**src/qaoc_pkg.sv**
```systemverilog
// Shared constants and types for the quad converter output control block
package qaoc_pkg;

  // Data path shape
  localparam int DW       = 11;
  localparam int RAW_W    = 12;
  localparam int NCH      = 4;
  localparam int LATENCY  = 9;
  localparam int DL_DEPTH = LATENCY - 1;

  // Register map (byte addresses, one word each)
  localparam int          AXI_AW     = 8;
  localparam logic [7:0]  ADDR_CTRL  = 8'h00;
  localparam logic [7:0]  ADDR_NSCTL = 8'h04;
  localparam logic [7:0]  ADDR_TUNE  = 8'h08;
  localparam logic [7:0]  ADDR_STAT  = 8'h0C;
  localparam logic [1:0]  IDX_CTRL   = 2'h0;
  localparam logic [1:0]  IDX_NSCTL  = 2'h1;
  localparam logic [1:0]  IDX_TUNE   = 2'h2;
  localparam logic [1:0]  IDX_STAT   = 2'h3;

  // Control register fields
  localparam int CTRL_TWOS    = 0;
  localparam int CTRL_PD      = 1;
  localparam int CTRL_STBY    = 2;
  localparam int CTRL_SYNC_EN = 3;
  localparam int CTRL_LOOP_EN = 4;
  localparam int CTRL_DIV_LSB = 8;
  localparam int CTRL_DIV_MSB = 10;

  // Noise shaper control fields
  localparam int NS_EN_LSB  = 0;
  localparam int NS_IGN_LSB = 4;
  localparam int NS_BW_LSB  = 8;
  localparam int NS_BW_MSB  = 10;
  localparam int TUNE_MSB   = 5;

  // Reset values and writable masks
  localparam logic [31:0] CTRL_RST   = 32'h0000_0010;
  localparam logic [31:0] NSCTL_RST  = 32'h0000_0000;
  localparam logic [31:0] TUNE_RST   = 32'h0000_0000;
  localparam logic [31:0] CTRL_MASK  = 32'h0000_071F;
  localparam logic [31:0] NSCTL_MASK = 32'h0000_07FF;
  localparam logic [31:0] TUNE_MASK  = 32'h0000_003F;

  // Bus answers
  localparam logic [1:0] RESP_OKAY   = 2'h0;
  localparam logic [1:0] RESP_SLVERR = 2'h2;

  // Timing
  localparam int unsigned SYS_CLK_HZ     = 10_000_000;
  localparam int unsigned LOOP_MIN_HZ    = 40_000_000;
  localparam int unsigned RELOCK_MIN_NS  = 1500;
  localparam int unsigned RELOCK_MAX_NS  = 5000;
  localparam int unsigned RELOCK_CYC     = (RELOCK_MAX_NS * (SYS_CLK_HZ / 1_000_000)) / 1000;

  // About -0.6 dB as a fraction of 256
  localparam int ATT_NUM   = 239;
  localparam int ATT_SHIFT = 8;

  typedef logic [DW-1:0] qaoc_word_t;
  typedef logic [NCH-1:0][RAW_W-1:0] qaoc_raw_t;

  typedef struct packed {
    qaoc_word_t d;
    qaoc_word_t c;
    qaoc_word_t b;
    qaoc_word_t a;
  } qaoc_quad_t;

  typedef enum logic [1:0] {PW_RUN, PW_STBY, PW_OFF} qaoc_pwr_t;

endpackage : qaoc_pkg

```
**src/qaoc_delay.sv**
```systemverilog
// Circular word store that delays samples by a fixed number of advances
`timescale 1ns/1ps
module qaoc_delay
  import qaoc_pkg::*;
#(
  parameter int W     = 44,
  parameter int DEPTH = DL_DEPTH
)(
  // Clock and reset
  input  wire logic         clk,
  input  wire logic         rst,
  // Sample stream
  input  wire logic         adv,
  input  wire logic [W-1:0] din,
  output logic      [W-1:0] dout
);

  localparam int PW = (DEPTH > 1) ? $clog2(DEPTH) : 1;

  typedef struct packed {
    logic [DEPTH-1:0][W-1:0] mem;
    logic [PW-1:0]           ptr;
    logic [W-1:0]            q;
  } qaoc_dl_t;

  qaoc_dl_t s_ff;
  qaoc_dl_t nxt_s;

  always_comb
  begin
    nxt_s = s_ff;
    if (adv)
    begin
      nxt_s.mem[s_ff.ptr] = din;
      nxt_s.q             = s_ff.mem[s_ff.ptr];
      nxt_s.ptr           = (s_ff.ptr == PW'(DEPTH - 1)) ? '0 : PW'(s_ff.ptr + 1'b1);
    end
  end

  always_ff @(posedge clk)
  begin
    if (rst)
      s_ff <= '0;
    else
      s_ff <= nxt_s;
  end

  assign dout = s_ff.q;

endmodule : qaoc_delay

```
**src/qaoc_top.sv**
```systemverilog
// Output side control of a four channel converter with register access
`timescale 1ns/1ps
module qaoc_top
  import qaoc_pkg::*;
#(
  parameter int unsigned CLK_HZ        = SYS_CLK_HZ,
  parameter int unsigned RELOCK_CYCLES = RELOCK_CYC
)(
  // Clock and reset
  input  wire logic              SYS_CLK,
  input  wire logic              RESET,
  // Converter core samples, signed, one bit of headroom
  input  wire qaoc_raw_t         CORE_SAMPLES,
  // Asynchronous control pins
  input  wire logic              POWER_DOWN_REQUEST,
  input  wire logic              PLAIN_MODE,
  input  wire logic              DIV_SYNC,
  // Output lanes
  output logic      [DW-1:0]     LANE0_DATA,
  output logic      [DW-1:0]     LANE1_DATA,
  output logic                   DATA_CAPTURE_STROBE,
  output logic                   DOUT_OE,
  // Status toward analog and shaper
  output logic                   REF_ON,
  output logic                   EDGE_RETIMING_LOOP_BYPASS,
  output logic      [NCH-1:0]    NS_ACTIVE,
  output logic      [2:0]        NS_BW_MODE,
  output logic      [5:0]        NS_TUNE,
  // AXI4-Lite write
  input  wire logic              AWVALID,
  output logic                   AWREADY,
  input  wire logic [AXI_AW-1:0] AWADDR,
  input  wire logic [2:0]        AWPROT,
  input  wire logic              WVALID,
  output logic                   WREADY,
  input  wire logic [31:0]       WDATA,
  input  wire logic [3:0]        WSTRB,
  output logic                   BVALID,
  input  wire logic              BREADY,
  output logic      [1:0]        BRESP,
  // AXI4-Lite read
  input  wire logic              ARVALID,
  output logic                   ARREADY,
  input  wire logic [AXI_AW-1:0] ARADDR,
  input  wire logic [2:0]        ARPROT,
  output logic                   RVALID,
  input  wire logic              RREADY,
  output logic      [31:0]       RDATA,
  output logic      [1:0]        RRESP
);

  localparam bit LOOP_FN = (CLK_HZ >= LOOP_MIN_HZ);

  typedef struct packed {
    logic [1:0]        mode_s;
    logic [1:0]        pd_s;
    logic [1:0]        sync_s;
    logic              sync_d;
    logic [31:0]       ctrl;
    logic [31:0]       nsctl;
    logic [31:0]       tune;
    logic              awv;
    logic [AXI_AW-1:0] awa;
    logic              wv;
    logic [31:0]       wd;
    logic [3:0]        ws;
    logic              bvalid;
    logic [1:0]        bresp;
    logic              rvalid;
    logic [31:0]       rdata;
    logic [1:0]        rresp;
    logic [3:0]        cnt;
    logic [12:0]       relock;
    qaoc_pwr_t         pwr;
    logic              strobe;
    logic              oe;
    qaoc_word_t        lane0;
    qaoc_word_t        lane1;
    qaoc_word_t        bd_b;
    qaoc_word_t        bd_d;
  } qaoc_st_t;

  qaoc_st_t   s_ff;
  qaoc_st_t   nxt_s;
  qaoc_quad_t fmt_q;
  qaoc_quad_t dly_q;
  qaoc_word_t fmt_w [NCH];
  logic [NCH-1:0] ns_act;
  logic [2:0]  wsel;
  logic [2:0]  rsel;
  logic [31:0] stat_w;
  logic [3:0]  half;
  logic [3:0]  per_m1;
  logic        tick;
  logic        sync_edge;
  logic        locked;
  logic        pd_req;
  logic        stby_sel;

  // Address decode: top bit flags an unmapped address
  function automatic logic [2:0] reg_idx(input logic [AXI_AW-1:0] a);
    case (a)
      ADDR_CTRL:  reg_idx = {1'b0, IDX_CTRL};
      ADDR_NSCTL: reg_idx = {1'b0, IDX_NSCTL};
      ADDR_TUNE:  reg_idx = {1'b0, IDX_TUNE};
      ADDR_STAT:  reg_idx = {1'b0, IDX_STAT};
      default:    reg_idx = 3'h4;
    endcase
  endfunction : reg_idx

  function automatic logic [31:0] wmerge(input logic [31:0] o, input logic [31:0] d,
                                         input logic [3:0] st);
    wmerge = o;
    for (int k = 0; k < 4; k++)
      if (st[k])
        wmerge[8*k +: 8] = d[8*k +: 8];
  endfunction : wmerge

  // Attenuate, saturate and code one converter word
  function automatic qaoc_word_t fmt_word(input logic [RAW_W-1:0] r, input logic ns,
                                          input logic twos);
    logic signed [20:0] m;
    qaoc_word_t         w;
    m = 21'(signed'(r));
    if (ns)
      m = (m * 21'(ATT_NUM)) >>> ATT_SHIFT;
    if (m > 21'sd1023)
      m = 21'sd1023;
    else if (m < -21'sd1024)
      m = -21'sd1024;
    w = m[DW-1:0];
    fmt_word = twos ? w : {~w[DW-1], w[DW-2:0]};
  endfunction : fmt_word

  for (genvar i = 0; i < NCH; i++)
  begin : g_ch
    assign ns_act[i] = s_ff.nsctl[NS_IGN_LSB+i] ? s_ff.nsctl[NS_EN_LSB+i]
                                                : ~s_ff.mode_s[1];
    assign fmt_w[i]  = fmt_word(CORE_SAMPLES[i], ns_act[i], s_ff.ctrl[CTRL_TWOS]);
  end

  assign fmt_q     = '{d: fmt_w[3], c: fmt_w[2], b: fmt_w[1], a: fmt_w[0]};
  assign wsel      = reg_idx(s_ff.awa);
  assign rsel      = reg_idx(ARADDR);
  assign half      = 4'({1'b0, s_ff.ctrl[CTRL_DIV_MSB:CTRL_DIV_LSB]} + 4'h1);
  assign per_m1    = 4'((half << 1) - 4'h1);
  assign tick      = (s_ff.cnt == 4'h0) && (s_ff.pwr == PW_RUN);
  assign sync_edge = s_ff.sync_s[1] & ~s_ff.sync_d;
  assign locked    = s_ff.ctrl[CTRL_LOOP_EN] && LOOP_FN && (s_ff.relock == 13'h0);
  assign pd_req    = s_ff.pd_s[1] | s_ff.ctrl[CTRL_PD];
  assign stby_sel  = s_ff.ctrl[CTRL_PD] & s_ff.ctrl[CTRL_STBY] & ~s_ff.pd_s[1];
  assign stat_w    = {24'h00_0000, ns_act, LOOP_FN, locked, REF_ON, s_ff.pwr != PW_RUN};

  qaoc_delay #(
    .W     ($bits(qaoc_quad_t)),
    .DEPTH (DL_DEPTH)
  ) u_delay (
    .clk  (SYS_CLK),
    .rst  (RESET),
    .adv  (tick),
    .din  (fmt_q),
    .dout (dly_q)
  );

  always_comb
  begin
    nxt_s        = s_ff;
    nxt_s.mode_s = {s_ff.mode_s[0], PLAIN_MODE};
    nxt_s.pd_s   = {s_ff.pd_s[0], POWER_DOWN_REQUEST};
    nxt_s.sync_s = {s_ff.sync_s[0], DIV_SYNC};
    nxt_s.sync_d = s_ff.sync_s[1];

    // Write channel: address and data held until both are in
    if (!s_ff.awv && AWVALID)
    begin
      nxt_s.awv = 1'b1;
      nxt_s.awa = AWADDR;
    end
    if (!s_ff.wv && WVALID)
    begin
      nxt_s.wv = 1'b1;
      nxt_s.wd = WDATA;
      nxt_s.ws = WSTRB;
    end
    if (s_ff.bvalid && BREADY)
      nxt_s.bvalid = 1'b0;
    if (s_ff.awv && s_ff.wv && !s_ff.bvalid)
    begin
      nxt_s.awv    = 1'b0;
      nxt_s.wv     = 1'b0;
      nxt_s.bvalid = 1'b1;
      nxt_s.bresp  = RESP_OKAY;
      case (wsel)
        {1'b0, IDX_CTRL}:  nxt_s.ctrl  = wmerge(s_ff.ctrl, s_ff.wd, s_ff.ws) & CTRL_MASK;
        {1'b0, IDX_NSCTL}: nxt_s.nsctl = wmerge(s_ff.nsctl, s_ff.wd, s_ff.ws) & NSCTL_MASK;
        {1'b0, IDX_TUNE}:  nxt_s.tune  = wmerge(s_ff.tune, s_ff.wd, s_ff.ws) & TUNE_MASK;
        {1'b0, IDX_STAT}:  nxt_s.bresp = RESP_OKAY;
        default:           nxt_s.bresp = RESP_SLVERR;
      endcase
    end

    // Read channel
    if (s_ff.rvalid && RREADY)
      nxt_s.rvalid = 1'b0;
    if (!s_ff.rvalid && ARVALID)
    begin
      nxt_s.rvalid = 1'b1;
      nxt_s.rresp  = RESP_OKAY;
      case (rsel)
        {1'b0, IDX_CTRL}:  nxt_s.rdata = s_ff.ctrl;
        {1'b0, IDX_NSCTL}: nxt_s.rdata = s_ff.nsctl;
        {1'b0, IDX_TUNE}:  nxt_s.rdata = s_ff.tune;
        {1'b0, IDX_STAT}:  nxt_s.rdata = stat_w;
        default:
        begin
          nxt_s.rdata = 32'h0000_0000;
          nxt_s.rresp = RESP_SLVERR;
        end
      endcase
    end

    // Rate change or loop enable restarts the relock wait
    if ((nxt_s.ctrl[CTRL_DIV_MSB:CTRL_DIV_LSB] != s_ff.ctrl[CTRL_DIV_MSB:CTRL_DIV_LSB]) ||
        (nxt_s.ctrl[CTRL_LOOP_EN] && !s_ff.ctrl[CTRL_LOOP_EN]))
      nxt_s.relock = 13'(RELOCK_CYCLES);
    else if (s_ff.relock != 13'h0)
      nxt_s.relock = 13'(s_ff.relock - 13'h1);

    // Power state
    case (s_ff.pwr)
      PW_RUN:
        if (pd_req)
          nxt_s.pwr = stby_sel ? PW_STBY : PW_OFF;
      PW_STBY:
        if (!pd_req)
          nxt_s.pwr = PW_RUN;
        else if (!stby_sel)
          nxt_s.pwr = PW_OFF;
      PW_OFF:
        if (!pd_req)
          nxt_s.pwr = PW_RUN;
        else if (stby_sel)
          nxt_s.pwr = PW_STBY;
      default:
        nxt_s.pwr = PW_OFF;
    endcase
    nxt_s.oe = (nxt_s.pwr == PW_RUN);

    // Sample divider, realigned by sync
    if (sync_edge && s_ff.ctrl[CTRL_SYNC_EN])
      nxt_s.cnt = 4'h0;
    else if (s_ff.cnt >= per_m1)
      nxt_s.cnt = 4'h0;
    else
      nxt_s.cnt = 4'(s_ff.cnt + 4'h1);
    nxt_s.strobe = (nxt_s.cnt != 4'h0) && (nxt_s.cnt <= half);

    // Lane interleave on strobe phases
    if (tick)
    begin
      nxt_s.lane0 = dly_q.a;
      nxt_s.lane1 = dly_q.c;
      nxt_s.bd_b  = dly_q.b;
      nxt_s.bd_d  = dly_q.d;
    end
    else if (s_ff.strobe && !nxt_s.strobe)
    begin
      nxt_s.lane0 = s_ff.bd_b;
      nxt_s.lane1 = s_ff.bd_d;
    end
  end

  always_ff @(posedge SYS_CLK)
  begin
    if (RESET)
    begin
      s_ff       <= '0;
      s_ff.ctrl  <= CTRL_RST;
      s_ff.nsctl <= NSCTL_RST;
      s_ff.tune  <= TUNE_RST;
      s_ff.pwr   <= PW_OFF;
      s_ff.mode_s <= 2'h3;
    end
    else
      s_ff <= nxt_s;
  end

  assign LANE0_DATA          = s_ff.lane0;
  assign LANE1_DATA          = s_ff.lane1;
  assign DATA_CAPTURE_STROBE = s_ff.strobe;
  assign DOUT_OE             = s_ff.oe;
  assign REF_ON              = (s_ff.pwr != PW_OFF);
  assign EDGE_RETIMING_LOOP_BYPASS = ~locked;
  assign NS_ACTIVE           = ns_act;
  assign NS_BW_MODE          = s_ff.nsctl[NS_BW_MSB:NS_BW_LSB];
  assign NS_TUNE             = s_ff.tune[TUNE_MSB:0];
  assign AWREADY             = ~s_ff.awv;
  assign WREADY              = ~s_ff.wv;
  assign BVALID              = s_ff.bvalid;
  assign BRESP               = s_ff.bresp;
  assign ARREADY             = ~s_ff.rvalid;
  assign RVALID              = s_ff.rvalid;
  assign RDATA               = s_ff.rdata;
  assign RRESP               = s_ff.rresp;

  property p_pin_pd;
    @(posedge SYS_CLK) disable iff (RESET) s_ff.pd_s[1] |=> s_ff.pwr == PW_OFF;
  endproperty
  a_pin_pd: assert property (p_pin_pd) else $error("Pin power-down not taken");

  property p_oe_off;
    @(posedge SYS_CLK) disable iff (RESET) s_ff.pwr != PW_RUN |-> !DOUT_OE;
  endproperty
  a_oe_off: assert property (p_oe_off) else $error("Outputs driven in power-down");

  property p_wake;
    @(posedge SYS_CLK) disable iff (RESET)
      !RESET && !pd_req ##1 !pd_req |-> s_ff.pwr == PW_RUN && DOUT_OE;
  endproperty
  a_wake: assert property (p_wake) else $error("No return to normal operation");

  property p_sync_div;
    @(posedge SYS_CLK) disable iff (RESET)
      sync_edge && s_ff.ctrl[CTRL_SYNC_EN] |=> s_ff.cnt == 4'h0 && !DATA_CAPTURE_STROBE;
  endproperty
  a_sync_div: assert property (p_sync_div) else $error("Divider not realigned");

  property p_lanes_ac;
    @(posedge SYS_CLK) disable iff (RESET)
      $rose(DATA_CAPTURE_STROBE) && $past(tick) |->
        LANE0_DATA == $past(dly_q.a) && LANE1_DATA == $past(dly_q.c);
  endproperty
  a_lanes_ac: assert property (p_lanes_ac) else $error("Wrong words in high phase");

  property p_lanes_bd;
    @(posedge SYS_CLK) disable iff (RESET)
      $fell(DATA_CAPTURE_STROBE) && !$past(tick) |->
        LANE0_DATA == $past(s_ff.bd_b) && LANE1_DATA == $past(s_ff.bd_d);
  endproperty
  a_lanes_bd: assert property (p_lanes_bd) else $error("Wrong words in low phase");

  property p_slow_clk;
    @(posedge SYS_CLK) disable iff (RESET) !LOOP_FN |-> EDGE_RETIMING_LOOP_BYPASS;
  endproperty
  a_slow_clk: assert property (p_slow_clk) else $error("Loop used below minimum rate");

  property p_relock;
    @(posedge SYS_CLK) disable iff (RESET)
      $changed(s_ff.ctrl[CTRL_DIV_MSB:CTRL_DIV_LSB]) |->
        s_ff.relock == 13'(RELOCK_CYCLES) && EDGE_RETIMING_LOOP_BYPASS;
  endproperty
  a_relock: assert property (p_relock) else $error("Relock wait not restarted");

  property p_mode_pin;
    @(posedge SYS_CLK) disable iff (RESET)
      !s_ff.nsctl[NS_IGN_LSB] |-> NS_ACTIVE[0] == !s_ff.mode_s[1];
  endproperty
  a_mode_pin: assert property (p_mode_pin) else $error("Mode pin not obeyed");

  property p_ignore;
    @(posedge SYS_CLK) disable iff (RESET)
      s_ff.nsctl[NS_IGN_LSB+1] |-> NS_ACTIVE[1] == s_ff.nsctl[NS_EN_LSB+1];
  endproperty
  a_ignore: assert property (p_ignore) else $error("Ignore bit not obeyed");

endmodule : qaoc_top

```
**config.mk**
```make
export PLATFORM = sky130hd
export DESIGN_NAME = qaoc_top
export DESIGN_NICKNAME = d
export VERILOG_FILES = /design/src/qaoc_pkg.sv /design/src/qaoc_delay.sv /design/src/qaoc_top.sv
export SDC_FILE = /design/constraint.sdc
export NUM_CORES = 2
export LEC_CHECK = 0
export BUFFER_PORTS_ARGS = -buffer_cell sky130_fd_sc_hd__buf_2
export CORE_UTILIZATION = 50
export DETAILED_ROUTE_END_ITERATION = 12
export GPL_ROUTABILITY_DRIVEN = 0
export PLACE_DENSITY = 0.67
export SYNTH_ARGS = -nofsm -noshare
export SYNTH_HDL_FRONTEND = slang
export SYNTH_SLANG_ARGS = --single-unit
export TNS_END_PERCENT = 20
```
**constraint.sdc**
```tcl
create_clock -name SYS_CLK -period 7 [get_ports SYS_CLK]
set_clock_uncertainty 0.15 [all_clocks]
set_input_delay 0.7 -clock SYS_CLK [delete_from_list [all_inputs] [get_ports SYS_CLK]]
set_output_delay 0.7 -clock SYS_CLK [all_outputs]
set_load 0.03 [all_outputs]
```
==> run_results.csv <==
group,metric,value,unit
placement,place_area,0.0349,mm²
placement,preCtsSetupSlack,769,ps
synth,synth-xor-area-share,0.0134,
worst_setup_path,end_kind,"register",
routing,wl_met2,36.0,mm
synth,synth_area_leader_cell,"dfxtp_1",
layout,layout-drive-gt1-share,0.117,
synth,synth_edf_count,0,
synth,synth_fa_ha_area_frac,0.206,
die,die_w,263,µm
job,maxCapViolCount,0,
clock_network,cts_buffers,53,
timing,period_share,0.803,
timing,hold_slack,134,ps
timing,maxSlewHeadroom,0.261,
global_routing,grt_overflow,0,
clock_network,htree_num_levels,2,
routing,wl_met3,2.93,mm
clock_network,postCtsHoldBufs,0,
routing,drt_pass1_iterations,5,
worst_setup_path,critical_path_class,"input pin to register",
global_routing,grt_pass1_wl,131,mm
timing,worst_slew_pin_slew,1110,ps
worst_hold_path,hp-class,"input pin to register",
worst_setup_path,required,7280,ps
global_routing,grt_use_total,0.231,
synth,synthMuxAreaShare,0.0958,
synth,synth_compound_area_frac,0.169,
layout,regArea,0.0104,mm²
routing,viasPerCell,5.61,
worst_setup_path,worstReg2RegStart,"s_ff[47]",
placement,post-dp-hpwl,53.5,mm
synth,yosysWarnings,0,
timing,final_hold_viol_count,0,
timing,finalWorstSetupSlack,1380,ps
die,die_y,263,µm
routing,drcViolationCount,0,
pwr,power,12.6,mW
pwr,powerDensity,346,mW/mm²
layout,final_area,0.0365,mm²
timing,period_needed,5620,ps
synth,async_flop_share,0,
routing,drt-met1-wl,38.7,mm
worst_hold_path,hold_path.startpoint,"RREADY",
synth,netlist_top_cells_area,"dfxtp_1, fa_1, ha_1",
die,start_util,0.505,
global_routing,antenna_found_initial,1,
routing,drt_iter0_drc,1822,
synth,synthesis.instances,3644,
worst_setup_path,cp-startpoint,"CORE_SAMPLES[22]",
global_routing,grt_pass1_vias,24658,
layout,multi_input_area,0.0207,mm²
placement,port_buffers,142,
pwr,leakage,14.8,nW
routing,route.detailed.wl_per_inst,17.5,µm
routing,ant_nets,0,
routing,top_layer,"met5",
die,std_cell_rows,95,
timing,rsz0062_at_grt,"false",
clock_network,root_buffer,"clkbuf_16",
pwr,ir_worst_vdd,0.183,mV
synth,ys_seq_elements,521,
timing,max_freq,178,MHz
run_status,run_status,"finished clean",
synth,syn_area,0.0340,mm²
layout,fillers,6080,
routing,routed-via-count,25372,
timing,finalSetupViolations,0,
routing,wl,79.2,mm
die,die_area,0.0690,mm²
synth,syn_area_per_cell,9.33,µm²
synth,synthFlopType,"dfxtp_1",
die,io-pin-count,196,
clock_network,cts_setup_buffers,0,
clock_network,ctsResizeCount,0,
worst_setup_path,arrival,5910,ps
timing,drv_slew,0,
die,core_area,0.0673,mm²
timing,finalSetupTns,0,ps
layout,syn2layout_area_growth,7.38,%
worst_setup_path,start_kind,"input pin",
worst_setup_path,rrSetupSlack,2710,ps
clock_network,clock_sinks,521,
synth,synth_seq_area_share,0.307,
synth,synthSimpleGateAreaFrac,0.122,
global_routing,grt_max_degree,171,
clock_network,cts_max_path_buffers,3,
clock_network,cts.reportedPaths.clkPinSlew,60,ps
synth,synth_top_area_frac,0.307,
synth,yosysUniqueCellTypes,92,
layout,num_antenna_cells,0,
synth,synth_top_family_by_area,"adder cells",
worst_setup_path,cp_max_fo,10,
layout,fin_nets,4160,
clock_network,worstSkewPairLatency,610,ps
clock_network,tritoncts,"done",
## flip-flops by register name, summed over array words and instances, names as in the netlist, 4 cells and up
signal	count
LANE0_DATA	11
LANE1_DATA	11
NS_TUNE	6
RDATA	11
nxt_s	4
s_ff	70
u_delay.dout	44
u_delay.s_ff	355
## critical path, stage by stage
cell	delay, ps
buf_2	220
inv_1	150
ha_1	390
xnor2_1	240
fa_1	460
fa_1	490
inv_1	50
fa_1	520
inv_1	40
ha_1	380
a21oi_1	270
o211ai_1	170
a31oi_1	230
a21boi_0	120
nand3b_1	390
o21a_1	350
a211oi_2	550
o32ai_1	190
## power breakdown
group,internal (mW),switching [mW],leakage [nW],total (mW)
registers,3.28,0.217,4.23,3.49
clock network,1.54,1.18,0.805,2.71
logic,2.46,3.97,9.81,6.43
total,7.27,5.37,14.8,12.6
## placed cells by master (no fill, tap or decap), drive strengths merged, types with 16 or more instances in the layout
cell type    n
mux2i      115
buf        174
o21ai       63
conb        24
nor2       485
a31oi       16
nor3        27
clkbuf      79
nand2b      45
o211ai      32
a311oi      54
fa         209
inv        431
a21oi      145
nand3       54
ha         224
dfxtp      521
a211oi     326
nor2b       16
xnor2       35
mux4        91
o31ai       16
nand2      196
and3        16
xor2        16
nand4       18
o32ai       18
## routing by layer
layer,track usage,vias up
met4,0.0588,2
met1,0.336,12267
met2,0.365,470
li1,-,12539
met5,0,-
met3,0.0235,94
## worst paths after layout
kind / end / depth (start not counted)
setup reg to reg: u_delay.s_ff[318] / 9
hold / removal: RVALID / 2
setup / recovery: u_delay.s_ff[331] / 18
hold reg to reg: s_ff[251] / 1
## through the flow
stage	util	cells
2_1_floorplan	-	3666
3_3_place_gp	0.518	4429
3_5_place_dp	0.518	4429
4_1_cts	0.543	4519
5_1_grt	0.543	4519
6_report	0.543	4519
## cell type report
class,count,area share
multi-input cells,2431,0.568
flip-flops and latches,521,0.286
inverters,430,0.0442
clock buffers,79,0.0418
well taps,873,0.0299
repair buffers,174,0.0270
clock inverters,11,0.00308
## cells in the mapped netlist, drive strengths merged, types with 18 or more instances
library cell	number
dfxtp	521
nor2	485
inv	429
a211oi	326
ha	224
fa	209
nand2	196
clkbuf	173
a21oi	145
mux2i	115
buf	111
mux4	91
o21ai	63
a311oi	54
nand3	54
nand2b	45
xnor2	35
o211ai	32
nor3	27
nand4	18
o32ai	18
## kinds of logic (layout without fill, tap and decap cells)
logic type / after synthesis / in the layout
other cells: 2 / 24
xor+xnor: 51 / 51
compound gates: 788 / 788
fa+ha+maj: 433 / 433
simple gates: 925 / 925
mux: 210 / 210
buf+inv: 714 / 694
flops: 521 / 521
Note: power is estimated with default switching activity, not from simulation.
